<file path="config.mk">
export PLATFORM = sky130hd
export DESIGN_NAME = mic_interrupt_controller
export DESIGN_NICKNAME = d
export VERILOG_FILES = /design/src/design/mic_pkg.sv /design/src/design/mic_line_detect.sv /design/src/design/mic_interrupt_controller.sv
export SDC_FILE = /design/constraint.sdc
export NUM_CORES = 1
export LEC_CHECK = 0
export ABC_AREA = 1
export BUFFER_PORTS_ARGS = -buffer_cell sky130_fd_sc_hd__buf_2
export CAP_MARGIN = 20
export CORE_MARGIN = 8
export CORE_UTILIZATION = 46
export DETAILED_ROUTE_END_ITERATION = 12
export PLACE_DENSITY = 0.76
export SLEW_MARGIN = 10
export SYNTH_ARGS = -nofsm -noshare
export SYNTH_HDL_FRONTEND = slang
export SYNTH_SLANG_ARGS = --single-unit
</file>
<file path="constraint.sdc">
create_clock -name clk -period 2.05 [get_ports clk]
set_clock_uncertainty 0.2 [all_clocks]
set_input_delay 0.41 -clock clk [delete_from_list [all_inputs] [get_ports clk]]
set_output_delay 0.41 -clock clk [all_outputs]
set_load 0.02 [all_outputs]
</file>
<file path="src/design/mic_pkg.sv">
// mic_pkg: constants for the interrupt controller block
// assumes a single 100 MHz clock domain and an axi4-lite register bus
package mic_pkg;
    // register byte offsets
    localparam logic [7:0] MIC_OFS_CTRL = 8'h00;   // nmi edge, sense, line enables
    localparam logic [7:0] MIC_OFS_ENA = 8'h04;    // internal source enables
    localparam logic [7:0] MIC_OFS_STAT = 8'h08;   // pending status, read only
    localparam logic [7:0] MIC_OFS_VECT = 8'h0c;   // current vector, read only
    // field positions in the control register
    localparam int MIC_BIT_NMIEDGE = 0;
    localparam int MIC_LSB_SENSE = 4;
    localparam int MIC_LSB_LINEEN = 8;
    // reset values
    localparam logic MIC_RST_NMIEDGE = 1'b0;       // falling edge
    localparam logic [2:0] MIC_RST_SENSE = 3'h0;   // low level
    localparam logic [2:0] MIC_RST_LINEEN = 3'h0;  // lines disabled
    // vector numbers
    localparam logic [5:0] MIC_VEC_NMI = 6'h03;
    localparam logic [5:0] MIC_VEC_EXT0 = 6'h04;
    localparam logic [5:0] MIC_VEC_NONE = 6'h00;
    // internal request count and their vector numbers, 12..35 skipping reserved
    localparam int MIC_NUM_INT = 18;
    localparam logic [5:0] MIC_VEC_INT [MIC_NUM_INT] = '{
        6'h0c, 6'h0d, 6'h0e, 6'h0f, 6'h10, 6'h11, 6'h12, 6'h13, 6'h14,
        6'h15, 6'h16, 6'h17, 6'h18, 6'h1b, 6'h1c, 6'h1d, 6'h1e, 6'h23};
    // arbitration latency in clock states
    localparam int MIC_ARB_EXT = 2;
    localparam int MIC_ARB_INT = 1;
    // axi responses
    localparam logic [1:0] MIC_RESP_OKAY = 2'h0;
    localparam logic [1:0] MIC_RESP_SLVERR = 2'h2;
    typedef enum logic [1:0] {MIC_ARB_IDLE, MIC_ARB_WAIT, MIC_ARB_OFFER} mic_arb_t;
endpackage

</file>
<file path="src/design/mic_line_detect.sv">
// mic_line_detect: synchroniser and edge detector for one request pin
// assumes pin may change at any time relative to clk
`timescale 1ns/10ps
module mic_line_detect (
    input wire logic clk,
    input wire logic arst_n,
    input wire logic pinIn,
    output logic level,
    output logic fallPulse,
    output logic risePulse
);
    logic meta_reg; // first stage, read only by sync_reg
    logic sync_reg; // second stage
    logic prev_reg; // previous synchronised level

    // two-stage synchroniser, idle high
    always_ff @(posedge clk or negedge arst_n) begin
        if (!arst_n) begin
            meta_reg <= 1'b1;
            sync_reg <= 1'b1;
            prev_reg <= 1'b1;
        end else begin
            meta_reg <= pinIn;
            sync_reg <= meta_reg;
            prev_reg <= sync_reg;
        end
    end

    assign level = sync_reg;
    assign fallPulse = prev_reg & ~sync_reg;
    assign risePulse = ~prev_reg & sync_reg;
endmodule // mic_line_detect

</file>
<file path="src/design/mic_interrupt_controller.sv">
// mic_interrupt_controller: request collection, masking and fixed-priority arbitration
// assumes the cpu core takes the vector with irqAck and drives the mask bit
//
// Summary of operation
// - nmi on selected edge, ignores mask
// - nmi vector number is 3
// - nmi sequence forces mask bit to one
// - ext lines low level or falling edge
// - ext lines gated by mask and enables
// - ext lines vectors 4-6, line 0 highest
// - detection independent of pin direction
// - eighteen internal requests, vectors 12-35
// - internal masked; accept sets mask bit
// - disabled source reaches arbiter only as an already latched ext edge
// - nmi accepted except reset or standby
// - masked requests stay pending, not lost
// - highest priority passed, others stay pending
// - arbitration two states ext, one internal
// - clears act after the clearing instruction
// - word accesses force address bit 0 low
// - nmi edge select 0 falling, 1 rising
// - sense 0 low level, 1 falling edge
// - latched edge cleared when masked, disabled and sense set to level
//
// Added by the designer: the AXI4-Lite register port and the register addresses.
`timescale 1ns/10ps
module mic_interrupt_controller
    import mic_pkg::*;
#(
    parameter int NUM_INT = MIC_NUM_INT
) (
    input wire logic clk,
    input wire logic arst_n,
    // pins and core handshake
    input wire logic nmiPin,
    input wire logic [2:0] extRequestPin_n,
    input wire logic [NUM_INT-1:0] intRequest,
    input wire logic standby,
    input wire logic globalMaskBit,
    input wire logic irqAck,
    input wire logic [15:0] cpuAddr,
    output logic irqReq,
    output logic [5:0] irqVector,
    output logic forceMask,
    output logic [15:0] wordAddr,
    // axi4-lite slave
    input wire logic [7:0] s_axi_awaddr,
    input wire logic s_axi_awvalid,
    output logic s_axi_awready,
    input wire logic [31:0] s_axi_wdata,
    input wire logic [3:0] s_axi_wstrb,
    input wire logic s_axi_wvalid,
    output logic s_axi_wready,
    output logic [1:0] s_axi_bresp,
    output logic s_axi_bvalid,
    input wire logic s_axi_bready,
    input wire logic [7:0] s_axi_araddr,
    input wire logic s_axi_arvalid,
    output logic s_axi_arready,
    output logic [31:0] s_axi_rdata,
    output logic [1:0] s_axi_rresp,
    output logic s_axi_rvalid,
    input wire logic s_axi_rready
);
    // control registers
    logic nmiEdgeSelect_reg; // 0 falling, 1 rising
    logic [2:0] irqSenseSelect_reg; // per line: 0 level, 1 edge
    logic [2:0] irqLineEnable_reg; // per line enable
    logic [NUM_INT-1:0] intEnable_reg; // internal source enables
    // pending state
    logic nmiPending_reg;
    logic [2:0] extEdge_reg; // latched falling edges
    // synchronised pins
    logic [2:0] extLevel;
    logic [2:0] extFall;
    logic nmiFall;
    logic nmiRise;
    // arbitration
    mic_arb_t arbState_reg;
    logic [5:0] cand;
    logic candIsExt;
    logic candValid;
    logic candNmi;
    logic [2:0] extReq;
    logic [NUM_INT-1:0] intReq;
    // bus
    logic awHeld_reg;
    logic wHeld_reg;
    logic [7:0] awAddr_reg;
    logic [31:0] wData_reg;
    logic [3:0] wStrb_reg;
    logic doWrite;

    // nmi pin and external lines through synchronisers; direction-independent
    mic_line_detect uNmi (
        .clk(clk),
        .arst_n(arst_n),
        .pinIn(nmiPin),
        .level(),
        .fallPulse(nmiFall),
        .risePulse(nmiRise)
    );

    genvar gi;
    generate
        for (gi = 0; gi < 3; gi++) begin : gLine
            // each line synchronised then sensed; pin direction not consulted
            mic_line_detect uExt (
                .clk(clk),
                .arst_n(arst_n),
                .pinIn(extRequestPin_n[gi]),
                .level(extLevel[gi]),
                .fallPulse(extFall[gi]),
                .risePulse()
            );
        end
    endgenerate

    // nmi pending latch: selected edge sets, acceptance clears, set wins
    always_ff @(posedge clk or negedge arst_n) begin
        if (!arst_n) begin
            nmiPending_reg <= 1'b0;
        end else if (standby) begin
            nmiPending_reg <= 1'b0;
        end else if (nmiEdgeSelect_reg ? nmiRise : nmiFall) begin
            nmiPending_reg <= 1'b1;
        end else if (irqAck && arbState_reg == MIC_ARB_OFFER && irqVector == MIC_VEC_NMI) begin
            nmiPending_reg <= 1'b0;
        end
    end

    // external edge latches: only while enabled; cleared on accept or by clear recipe
    always_ff @(posedge clk or negedge arst_n) begin
        if (!arst_n) begin
            extEdge_reg <= 3'h0;
        end else begin
            for (int i = 0; i < 3; i++) begin
                if (extFall[i] && irqLineEnable_reg[i]) begin
                    extEdge_reg[i] <= 1'b1;
                end else if (irqAck && arbState_reg == MIC_ARB_OFFER
                             && irqVector == MIC_VEC_EXT0 + 6'(i)) begin
                    extEdge_reg[i] <= 1'b0;
                end else if (globalMaskBit && !irqSenseSelect_reg[i]
                             && !irqLineEnable_reg[i]) begin
                    extEdge_reg[i] <= 1'b0;
                end
            end
        end
    end

    // requests reaching arbiter: level needs enable; latched edge stays pending
    always_comb begin
        for (int i = 0; i < 3; i++) begin
            extReq[i] = irqSenseSelect_reg[i] ? extEdge_reg[i]
                        : (!extLevel[i] && irqLineEnable_reg[i]);
        end
        intReq = intRequest & intEnable_reg;
    end

    // fixed priority: nmi, ext 0..2, internal by vector order; mask gates maskables
    always_comb begin
        cand = MIC_VEC_NONE;
        candIsExt = 1'b0;
        candValid = 1'b0;
        candNmi = 1'b0;
        if (nmiPending_reg) begin
            cand = MIC_VEC_NMI;
            candValid = 1'b1;
            candNmi = 1'b1;
        end else if (!globalMaskBit) begin
            for (int i = NUM_INT - 1; i >= 0; i--) begin
                if (intReq[i]) begin
                    cand = MIC_VEC_INT[i];
                    candValid = 1'b1;
                end
            end
            for (int i = 2; i >= 0; i--) begin
                if (extReq[i]) begin
                    cand = MIC_VEC_EXT0 + 6'(i);
                    candValid = 1'b1;
                    candIsExt = 1'b1;
                end
            end
        end
    end

    // arbiter: ext requests take an extra wait state before offering
    always_ff @(posedge clk or negedge arst_n) begin
        if (!arst_n) begin
            arbState_reg <= MIC_ARB_IDLE;
            irqReq <= 1'b0;
            irqVector <= MIC_VEC_NONE;
            forceMask <= 1'b0;
        end else begin
            case (arbState_reg)
                MIC_ARB_IDLE: begin
                    irqReq <= 1'b0;
                    forceMask <= 1'b0;
                    // while the mask bit is being set only the nmi may start
                    if (candValid && !standby && (candNmi || !forceMask)) begin
                        if (candIsExt || candNmi) begin
                            arbState_reg <= MIC_ARB_WAIT;
                        end else begin
                            arbState_reg <= MIC_ARB_OFFER;
                            irqReq <= 1'b1;
                            irqVector <= cand;
                        end
                    end
                end
                MIC_ARB_WAIT: begin
                    // re-evaluate: a cleared enable drops the offer after its instruction
                    if (candValid && !standby) begin
                        arbState_reg <= MIC_ARB_OFFER;
                        irqReq <= 1'b1;
                        irqVector <= cand;
                    end else begin
                        arbState_reg <= MIC_ARB_IDLE;
                    end
                end
                MIC_ARB_OFFER: begin
                    if (irqAck) begin
                        // accepted: cpu sets mask; request line drops
                        arbState_reg <= MIC_ARB_IDLE;
                        irqReq <= 1'b0;
                        forceMask <= 1'b1;
                    end else if (!candValid || standby) begin
                        arbState_reg <= MIC_ARB_IDLE;
                        irqReq <= 1'b0;
                    end else begin
                        irqVector <= cand;
                    end
                end
                default: begin
                    arbState_reg <= MIC_ARB_IDLE;
                    irqReq <= 1'b0;
                end
            endcase
        end
    end

    // word address with bit 0 forced low for stack and word accesses
    always_ff @(posedge clk or negedge arst_n) begin
        if (!arst_n) begin
            wordAddr <= 16'h0000;
        end else begin
            wordAddr <= {cpuAddr[15:1], 1'b0};
        end
    end

    // axi write channel capture, address and data in either order
    assign doWrite = awHeld_reg && wHeld_reg && !s_axi_bvalid;
    always_ff @(posedge clk or negedge arst_n) begin
        if (!arst_n) begin
            awHeld_reg <= 1'b0;
            wHeld_reg <= 1'b0;
            awAddr_reg <= 8'h00;
            wData_reg <= 32'h0000_0000;
            wStrb_reg <= 4'h0;
            s_axi_awready <= 1'b0;
            s_axi_wready <= 1'b0;
            s_axi_bvalid <= 1'b0;
            s_axi_bresp <= MIC_RESP_OKAY;
        end else begin
            s_axi_awready <= !awHeld_reg && !s_axi_awready && s_axi_awvalid;
            s_axi_wready <= !wHeld_reg && !s_axi_wready && s_axi_wvalid;
            if (s_axi_awvalid && s_axi_awready) begin
                awHeld_reg <= 1'b1;
                awAddr_reg <= s_axi_awaddr;
            end
            if (s_axi_wvalid && s_axi_wready) begin
                wHeld_reg <= 1'b1;
                wData_reg <= s_axi_wdata;
                wStrb_reg <= s_axi_wstrb;
            end
            if (doWrite) begin
                awHeld_reg <= 1'b0;
                wHeld_reg <= 1'b0;
                s_axi_bvalid <= 1'b1;
                s_axi_bresp <= (awAddr_reg == MIC_OFS_CTRL || awAddr_reg == MIC_OFS_ENA)
                               ? MIC_RESP_OKAY : MIC_RESP_SLVERR;
            end else if (s_axi_bready) begin
                s_axi_bvalid <= 1'b0;
            end
        end
    end

    // control register writes; ctrl honours strobe lanes 0 and 1, ena ignores strobes
    always_ff @(posedge clk or negedge arst_n) begin
        if (!arst_n) begin
            nmiEdgeSelect_reg <= MIC_RST_NMIEDGE;
            irqSenseSelect_reg <= MIC_RST_SENSE;
            irqLineEnable_reg <= MIC_RST_LINEEN;
            intEnable_reg <= '0;
        end else if (doWrite) begin
            if (awAddr_reg == MIC_OFS_CTRL) begin
                if (wStrb_reg[0]) begin
                    nmiEdgeSelect_reg <= wData_reg[MIC_BIT_NMIEDGE];
                    irqSenseSelect_reg <= wData_reg[MIC_LSB_SENSE +: 3];
                end
                if (wStrb_reg[1]) begin
                    irqLineEnable_reg <= wData_reg[MIC_LSB_LINEEN +: 3];
                end
            end else if (awAddr_reg == MIC_OFS_ENA) begin
                intEnable_reg <= wData_reg[NUM_INT-1:0];
            end
        end
    end

    // axi read channel, one cycle address accept then data
    always_ff @(posedge clk or negedge arst_n) begin
        if (!arst_n) begin
            s_axi_arready <= 1'b0;
            s_axi_rvalid <= 1'b0;
            s_axi_rdata <= 32'h0000_0000;
            s_axi_rresp <= MIC_RESP_OKAY;
        end else begin
            s_axi_arready <= !s_axi_arready && !s_axi_rvalid && s_axi_arvalid;
            if (s_axi_arvalid && s_axi_arready) begin
                s_axi_rvalid <= 1'b1;
                s_axi_rresp <= MIC_RESP_OKAY;
                case (s_axi_araddr)
                    MIC_OFS_CTRL: s_axi_rdata <= 32'({irqLineEnable_reg, 1'b0,
                        irqSenseSelect_reg, 3'h0, nmiEdgeSelect_reg});
                    MIC_OFS_ENA: s_axi_rdata <= 32'(intEnable_reg);
                    MIC_OFS_STAT: s_axi_rdata <= 32'({intReq, extReq, nmiPending_reg});
                    MIC_OFS_VECT: s_axi_rdata <= 32'({irqReq, irqVector});
                    default: begin
                        s_axi_rdata <= 32'h0000_0000;
                        s_axi_rresp <= MIC_RESP_SLVERR;
                    end
                endcase
            end else if (s_axi_rready) begin
                s_axi_rvalid <= 1'b0;
            end
        end
    end
endmodule // mic_interrupt_controller

</file>
Word-level counts from Yosys, hierarchy flattened
Cells that the tools add are included.
{"block": "classes", "bitwise": 12, "n_eq_ne": 17, "reduce_logical": 74, "muxes": 99}
{"cell": "$mux W6", "n": 28}
{"cell": "$pmux W22 S4", "n": 1}
{"cell": "$mux W1", "n": 59}
{"cell": "$logic_and A1 B1 Y1", "n": 30}
{"cell": "$logic_not A1 Y1", "n": 19}
{"cell": "$and A18 B18 Y18", "n": 1}
{"cell": "$eq A6 B3 Y1 const B", "n": 3}
{"cell": "$pmux W6 S3", "n": 1}
{"cell": "$eq A8 B3 Y1 const B", "n": 2}
{"cell": "$eq A8 B4 Y1 const B", "n": 2}
{"cell": "$logic_not A8 Y1", "n": 2}
{"cell": "$reduce_bool A3 Y1", "n": 5}
{"cell": "$mux W2", "n": 7}
{"cell": "$ne A2 B2 Y1 const B", "n": 6}
{"cell": "$reduce_bool A2 Y1", "n": 5}
{"cell": "$reduce_and A3 Y1", "n": 3}
{"cell": "$eq A6 B2 Y1 const B", "n": 1}
{"cell": "$not A1 Y1", "n": 6}
{"cell": "$pmux W2 S3", "n": 1}
{"cell": "$reduce_and A2 Y1", "n": 3}
{"cell": "$reduce_and A6 Y1", "n": 1}
{"cell": "$and A1 B1 Y1", "n": 5}
{"cell": "$logic_or A1 B1 Y1", "n": 4}
{"cell": "$reduce_or A4 Y1", "n": 1}
{"cell": "other kinds (6)", "n": 6}
{"block": "word_totals", "in_bits": 100, "regBits": 137, "out_inout_bits": 65, "word_cells": 240}

Logic depth before layout (Yosys ltp)
Gate-level depths: netlist of the first run.
{"block": "depth", "word_depth": 29, "depth_mapped": 22, "ltp_nobuf": 22}

Hierarchy
From an unflattened synthesis of the first run, not the netlist that was laid out.
{"block": "hier_totals", "hier_cells": 602, "area_unflattened_um2": 5406.4}
{"mod": "mic_interrupt_controller", "cells_each": 574, "n_inst": 1, "area_per_inst_um2": 5031.1, "seq_area_each_um2": 2827.7}
{"mod": "mic_line_detect", "cells_each": 7, "n_inst": 4, "area_per_inst_um2": 93.8, "seq_area_each_um2": 78.8}

Least setup slack after synthesis of the first run
Ideal clock, no wire load.
{"block": "synth_path", "path_type": "register -> register", "startpoint": "register gLine[2].uExt.sync_reg", "endpoint": "register irqVector[4]", "t_arrival_ns": 1.663, "period_less_slack_ns": 1.987, "setup_ns": 0.124, "path_stages_with_launch": 12, "path_slack_ns": 0.063, "n_path_buf": 1, "required_time_ns": 1.726, "cell_sequence": "dfstp_2 o21ai_2 o21a_4 nor3_4 nand2_2 o21ai_2 a21oi_4 nand3_2 nand3_2 buf_6 nor2_2 a21oi_2"}
{"block": "synth_via", "elab_chain_len": 12, "word_cells_on_any_way": 34, "classes_between": "4 x eq/ne; 22 x mux; 8 x reduce/logical"}
{"item": "from (decl)", "line_no": "mic_line_detect.sv:13", "rtl": "logic sync_reg;"}
{"item": "from (signal assigned)", "line_no": "mic_line_detect.sv:24", "rtl": "sync_reg <= meta_reg;"}
{"item": "$logic_not A1 Y1 *", "line_no": "mic_interrupt_controller.sv:155", "rtl": ": (!extLevel[i] && irqLineEnable_reg[i]);"}
{"item": "$logic_and A1 B1 Y1 *", "line_no": "mic_interrupt_controller.sv:155"}
{"item": "$mux W1 *", "line_no": "mic_interrupt_controller.sv:154", "rtl": "extReq[i] = irqSenseSelect_reg[i] ? extEdge_reg[i]"}
{"item": "$mux W1 (3 in a row)", "line_no": "mic_interrupt_controller.sv:178", "rtl": "if (extReq[i]) begin"}
{"item": "$mux W1", "line_no": "mic_interrupt_controller.sv:170", "rtl": "end else if (!globalMaskBit) begin"}
{"item": "$mux W1", "line_no": "mic_interrupt_controller.sv:166", "rtl": "if (nmiPending_reg) begin"}
{"item": "$logic_and A1 B1 Y1 or $logic_not A1 Y1 (tied branches)", "line_no": "mic_interrupt_controller.sv:200, mic_interrupt_controller.sv:212, mic_interrupt_controller.sv:226"}
{"item": "$logic_and A1 B1 Y1 or $logic_or A1 B1 Y1 (tied branches)", "line_no": "mic_interrupt_controller.sv:200, mic_interrupt_controller.sv:226"}
{"item": "$ne A2 B2 Y1 (no line)"}
{"item": "$reduce_and A6 Y1 (no line)"}
{"item": "to (signal assigned)", "line_no": "mic_interrupt_controller.sv:206", "rtl": "irqVector <= cand;"}
{"item": "to (signal assigned)", "line_no": "mic_interrupt_controller.sv:215", "rtl": "irqVector <= cand;"}
{"item": "to (signal assigned)", "line_no": "mic_interrupt_controller.sv:230", "rtl": "irqVector <= cand;"}
{"item": "to (decl)", "line_no": "mic_interrupt_controller.sv:43", "rtl": "output logic [5:0] irqVector,"}
Mark *: on every way between the ends. The rest lies on a longest branch, timed or not. The select of a mux whose other input is x is not followed.
A chain may end at the register's enable or synchronous reset.

Worst setup path in the final report of the first run
{"block": "layout_path", "startpoint": "register gLine[2].uExt.sync_reg", "endpoint": "register irqVector[3]"}
The elaborated chain is that of the path after synthesis.

==> impl_metrics.toml, run 1 <==
[placement]
gp_congestion = 0.897
portBuffers = 134
post-place-ws_ns = -0.245
place_area_um2 = 6760
dp_hpwl_mm = 11.2
dp_cells = 927

[clock_network]
clk_pin_slew_ns = 0.06
cts_root_buf = "clkbuf_16"
clkSinkCount = 125
cts_tree = "yes"
htreeDepth = 4
clk_path_buf_depth = 2
worstSkewPairLatency_ns = 0.41
cts_made_buffers = 17

[sta]
finalMaxSlewViolations = 0
min_period_over_period = 1.05
finalCriticalPeriod_ns = 2.14
setup_viol = 8
fmax_mhz = 467
setup_slack_ns = -0.0934
hold_viol = 0
setup_tns_ns = -0.638
grt_setup_unrepaired = "true"

[logic_synthesis]
ys_seq_area_frac = 0.580
yosysWarnings = 0
synth_area_per_cell_um2 = 9.16
synth-main-ff-cell = "dfrtp_1"
synth_seq_cells = 125
synthTopCellsByArea = "dfrtp_1 52%, nand2_1 14%, dfstp_2 5.8%, o21ai_0 3.2%, inv_1 3.1%"
synth-edff-count = 0
yosys.area.top_type_share = 0.521
ys_types = 46
synth-async-reset-ratio = 1.00
synth.largest_area_cell = "dfrtp_1"
synth_cells = 592
synth_area_um2 = 5420

[routing]
vias = 4880
drc = 0
first_pass_iters = 7
totalWireLength_mm = 15.0
via_per_inst = 4.88
wl_per_cell_um = 15.0
ant_nets = 0
drt_iter0_markers = 282

[power_and_ir_drop]
peakVddDrop_mv = 0.754
powerDensity_nw_per_um2 = 1280
switchingPower_uw = 3470
swShare = 0.345
power_uw = 10100
p_leak_uw = 0.00401
p_clk_frac = 0.293
pwr-share-comb = 0.359
p_int_uw = 6590
sequentialPowerShare = 0.348

[status]
violations = "setup timing"
status = "finished, violations left"

[floorplan]
fp.coreArea_um2 = 11500
ioPinCount = 165
dieArea_um2 = 15500
fp-row-count = 39
die_w_um = 125
die_h_um = 125
start_util = 0.473

[worst_setup_path]
r2r_start = "gLine[2].uExt.level"
cp.depth = 11
r2r_end = "irqVector[3]"
cp-end-kind = "register"
cp_slowest_cell = "dfstp_2"
rr_worst_depth = 11
worstPathMaxFanout = 6
path_cells = "o21ai_2 -> o21a_4 -> nor3_4 -> nand2_2 -> o21ai_2 -> a21oi_4 -> nand4_4 -> nand3_4 -> buf_4 -> nand2_2 -> o21ai_2"
slowest_delay_ns = 0.53
worstPathRequired_ns = 2.14
critical_path_class = "reg2reg"
path_delay_family = "simple AND/OR/NAND/NOR gates"
rrSetupSlack_ns = -0.09
cp.buffers_inverters = 1
critPathMostFrequentCell = "o21ai_2"
cp-start-kind = "register"
cp.arrival_ns = 2.24

[hold_path]
hold_start = "s_axi_wdata[9]"
min_path_cells = 3
hold_path_end = "wData_reg[9]"
min_path_type = "in2reg"

[job]
maxCapViolCount = 0

[global_routing]
grt_pass1_vias = 5220
grt_max_degree = 56
antenna_found_initial = 0
grt_usage = 0.202
grt_overflow_total = 0
grt_pass1_wl_mm = 25.5

[final_layout]
layoutNonFillerInstCount = 1000
antennaDiodeCount = 0
drive_above_1_share = 0.355
largest_reg_flops = 22
stdcell_area_um2 = 7830
fillers = 888
fin_nets = 944
syn_to_final_growth_pct = 44.4
[cell usage after synthesis, types with 2 or more instances]
library cell,n
nor3_1,8
dfrtp_1,113
dfstp_2,12
buf_4,14
nand2_2,10
nand2_1,204
o31ai_1,6
nand4_2,2
o21ai_0,35
inv_2,5
nor4_4,2
nand3_1,12
a21oi_1,8
o2111ai_1,3
a31oi_1,2
o22ai_1,2
clkbuf_1,13
nor2_1,25
a221oi_1,4
o21ai_2,5
o21ai_1,32
nor2_2,4
nor2_4,2
nand3_2,2
inv_1,45
o311ai_0,2
[worst max-delay path by stage]
stage                              startpoint           end  slack (ns)
after floorplan           gLine[2].uExt.level  irqVector[4]        0.06
after global placement          intRequest[9]  irqVector[4]       -0.18
after detailed placement        intRequest[8]  irqVector[4]       -0.25
after CTS                 gLine[1].uExt.level  irqVector[1]       -0.12
after global routing      gLine[1].uExt.level  irqVector[1]       -0.19
final                     gLine[2].uExt.level  irqVector[3]       -0.09
[repair_timing]
action,CTS,global route
endpoints found under the setup margin,8,8
setup buffers,2,0
cloned,0,0
hold endpoints to repair,152,0
hold buffers,39,0
pin swaps,4,4
gates resized for setup,6,9
[worst register-to-register path, stage by stage (launching register included)]
cell and delay [ns]:
dfstp_2 0.53, o21ai_2 0.06, o21a_4 0.12, nor3_4 0.23, nand2_2 0.09, o21ai_2 0.18, a21oi_4 0.11, nand4_4 0.10
nand3_4 0.12, buf_4 0.16, nand2_2 0.06, o21ai_2 0.05
[cells in the final DEF, fill, tap and decap left out, types with 3 or more instances in the layout]
cell / n
o21ai_1: 30
nand3_4: 3
o31ai_1: 6
clkinv_4: 3
nor2_2: 3
nand2_2: 11
a21oi_1: 7
a221oi_1: 4
dlygate4sd3_1: 39
buf_12: 4
conb_1: 13
buf_2: 133
nand2_1: 203
dfstp_2: 12
clkinvlp_4: 4
o21ai_2: 7
dfrtp_1: 113
buf_4: 71
clkinv_2: 3
o21ai_0: 35
inv_2: 6
o2111ai_1: 3
inv_1: 44
nor3_1: 7
nand3_1: 12
nor2_4: 4
clkbuf_16: 17
nor2_1: 24
[power by group through the flow]
| stage | registers (uW) | logic [uW] | clock network, uW |
|---|---|---|---|
| global route | 3580 | 4030 | 3140 |
| global placement | 3490 | 3280 | 0 |
| CTS | 3490 | 3530 | 3030 |
| finish | 3500 | 3610 | 2950 |
| floorplan | 3580 | 1810 | 0 |
| detailed placement | 3520 | 3360 | 0 |
[final cells by class]
type	count	area, um^2	share of cell area
flip-flops and latches	125	3140	0.401
multi-input cells	400	2030	0.260
repair buffers	249	1690	0.216
clock buffers	19	453	0.0578
inverters	51	191	0.0244
well taps	143	179	0.0229
clock inverters	13	140	0.0179
[metal layers]
layer	up-vias	global-route usage	wire length, um
met1	2284	0.248	6520
met5	-	0	0
met4	0	0.0744	238
li1	2402	-	-
met2	177	0.324	7160
met3	17	0.0660	1090
[cell families (layout without fill, tap and decap cells)]
| logic type | after synthesis | in the layout | share of synthesized area |
|---|---|---|---|
| AND/OR/NAND/NOR | 281 | 281 | 0.233 |
| other | 1 | 13 | 0.000692 |
| flip-flops | 125 | 125 | 0.580 |
| AO/OA/AOI/OAI | 106 | 106 | 0.121 |
| buffers and inverters | 79 | 332 | 0.0658 |
[through the flow]
step	hold WS (ns)	utilization
4_1_cts	0.00177	0.679
3_3_place_gp	0.146	0.590
6_report	0.0204	0.683
5_1_grt	0.00751	0.683
2_1_floorplan	-0.0856	-
3_5_place_dp	0.147	0.590
Power figures use the tool's default switching activity.
==> run 2: changes to the inputs <==
Settings changed: CORE_ASPECT_RATIO from default to 0.6.
==> impl_metrics.toml, run 2 (synthesis results as in run 1) <==
[clock_network]
htreeDepth = 4
cts_made_buffers = 17
cts_tree = "yes"
clk_path_buf_depth = 2
worstSkewPairLatency_ns = 0.42
clkSinkCount = 125
clk_pin_slew_ns = 0.06
cts_root_buf = "clkbuf_16"

[floorplan]
dieArea_um2 = 15600
start_util = 0.475
ioPinCount = 165
die_h_um = 100
fp-row-count = 30
fp.coreArea_um2 = 11400
die_w_um = 156

[sta]
grt_setup_unrepaired = "true"
max_slew_margin = 0.613
min_period_over_period = 1.09
finalMaxSlewViolations = 0
hold_viol = 0
finalCriticalPeriod_ns = 2.23
fmax_mhz = 448
setup_slack_ns = -0.181
setup_tns_ns = -1.14
setup_viol = 8
worst_pin_slew_ns = 0.581

[power_and_ir_drop]
pwr-share-comb = 0.367
p_int_uw = 6800
powerDensity_nw_per_um2 = 1320
sequentialPowerShare = 0.336
p_clk_frac = 0.297
p_leak_uw = 0.00408
peakVddDrop_mv = 0.741
swShare = 0.349
switchingPower_uw = 3650

[hold_path]
min_path_type = "in2reg"

[global_routing]
busiest_layer = "met2"
grt_use_met1 = 0.300
grt_usage = 0.221
use_met3 = 0.0665
grt.met2_usage = 0.335
antenna_found_initial = 0
grt_overflow_total = 0
grt_pass1_wl_mm = 26.9
grt_pass1_vias = 5295
grt_max_degree = 40

[final_layout]
regArea_um2 = 3140
fin_util = 0.696
fin_nets = 953
largest_reg_flops = 22
drive_above_1_share = 0.365
multiInputGateArea_um2 = 2030
fillers = 877
antennaDiodeCount = 0
syn_to_final_growth_pct = 46.5
layout_commonest_cell = "nand2_1"
stdcell_area_um2 = 7940
layout_common_cells = "203 x nand2_1, 133 x buf_2, 113 x dfrtp_1"

[routing]
vias = 5108
drc = 0
via_per_inst = 4.98
wl_per_cell_um = 16.4
totalWireLength_mm = 16.8
ant_nets = 0
drt_iter0_markers = 361
first_pass_iters = 5

[placement]
place_area_um2 = 6830
dp_hpwl_mm = 12.2
gp_congestion = 0.970
portBuffers = 134
post-place-ws_ns = -0.219

[worst_setup_path]
cp-end-kind = "register"
cp-start-kind = "register"
worstPathMaxFanout = 6
cp.arrival_ns = 2.38
worstPathRequired_ns = 2.20
critical_path_class = "reg2reg"

[status]
status = "finished, violations left"
violations = "setup timing"

[job]
maxCapViolCount = 0
==> run 2: worst max-delay path: stages (launching register included) <==
cell,delay (ns)
dfstp_2,0.53
o21ai_2,0.06
o21a_2,0.14
nor3_4,0.24
nand2_2,0.10
o21ai_2,0.20
a21oi_4,0.11
nand2_2,0.13
nand3_4,0.11
buf_12,0.15
nand2_4,0.06
inv_4,0.04
a21oi_2,0.10
==> run 2: through the flow <==
stage	power [uW]	instances	hold WS, ns
final	10500	1026	0.0115
after global routing	11000	1026	0.000772
after CTS	10200	1021	0.00195
after detailed placement	6960	950	0.147
after global placement	6850	950	0.145
after floorplan	5390	604	-0.0856
==> run 2: final timing paths <==
path / start / endpoint / slack (ns) / depth (start not counted)
setup / recovery: gLine[1].uExt.level / irqVector[1] / -0.18 / 12
hold / removal: s_axi_wdata[13] / wData_reg[13] / 0.01 / 3
setup reg to reg: gLine[1].uExt.level / irqVector[1] / -0.18 / 12
hold reg to reg: gLine[2].uExt.meta_reg / gLine[2].uExt.level / 0.15 / 0
max in group asynchronous: arst_n / gLine[1].uExt.prev_reg / 0.76 / 3
min in group asynchronous: arst_n / forceMask / 0.29 / 2
==> run 2: cell type report <==
class                   count  area share
repair buffers            258       0.222
multi-input cells         400       0.255
inverters                  51      0.0244
well taps                 160      0.0252
clock inverters            15      0.0238
clock buffers              17      0.0536
flip-flops and latches    125       0.396
==> run 2: power groups by stage <==
stage | registers (uW) | logic (uW) | clock network (uW)
after floorplan | 3580 | 1810 | 0
after global placement | 3500 | 3350 | 0
after detailed placement | 3530 | 3440 | 0
after CTS | 3500 | 3590 | 3150
after global routing | 3570 | 4210 | 3270
final | 3510 | 3830 | 3110
==> run 2: what timing repair did <==
item	in CTS	in global routing
hold buffers	36	1
endpoints found under the setup margin	6	8
cloned	0	1
buffers inserted	3	3
pin swaps	0	10
gates resized for setup	2	12
endpoints found under the hold margin	55	1
==> run 2: layer usage <==
layer,vias to the layer above,share of wire
met3,18,0.087
li1,2419,-
met2,220,0.44
met5,-,0
met1,2451,0.46
met4,0,0.012
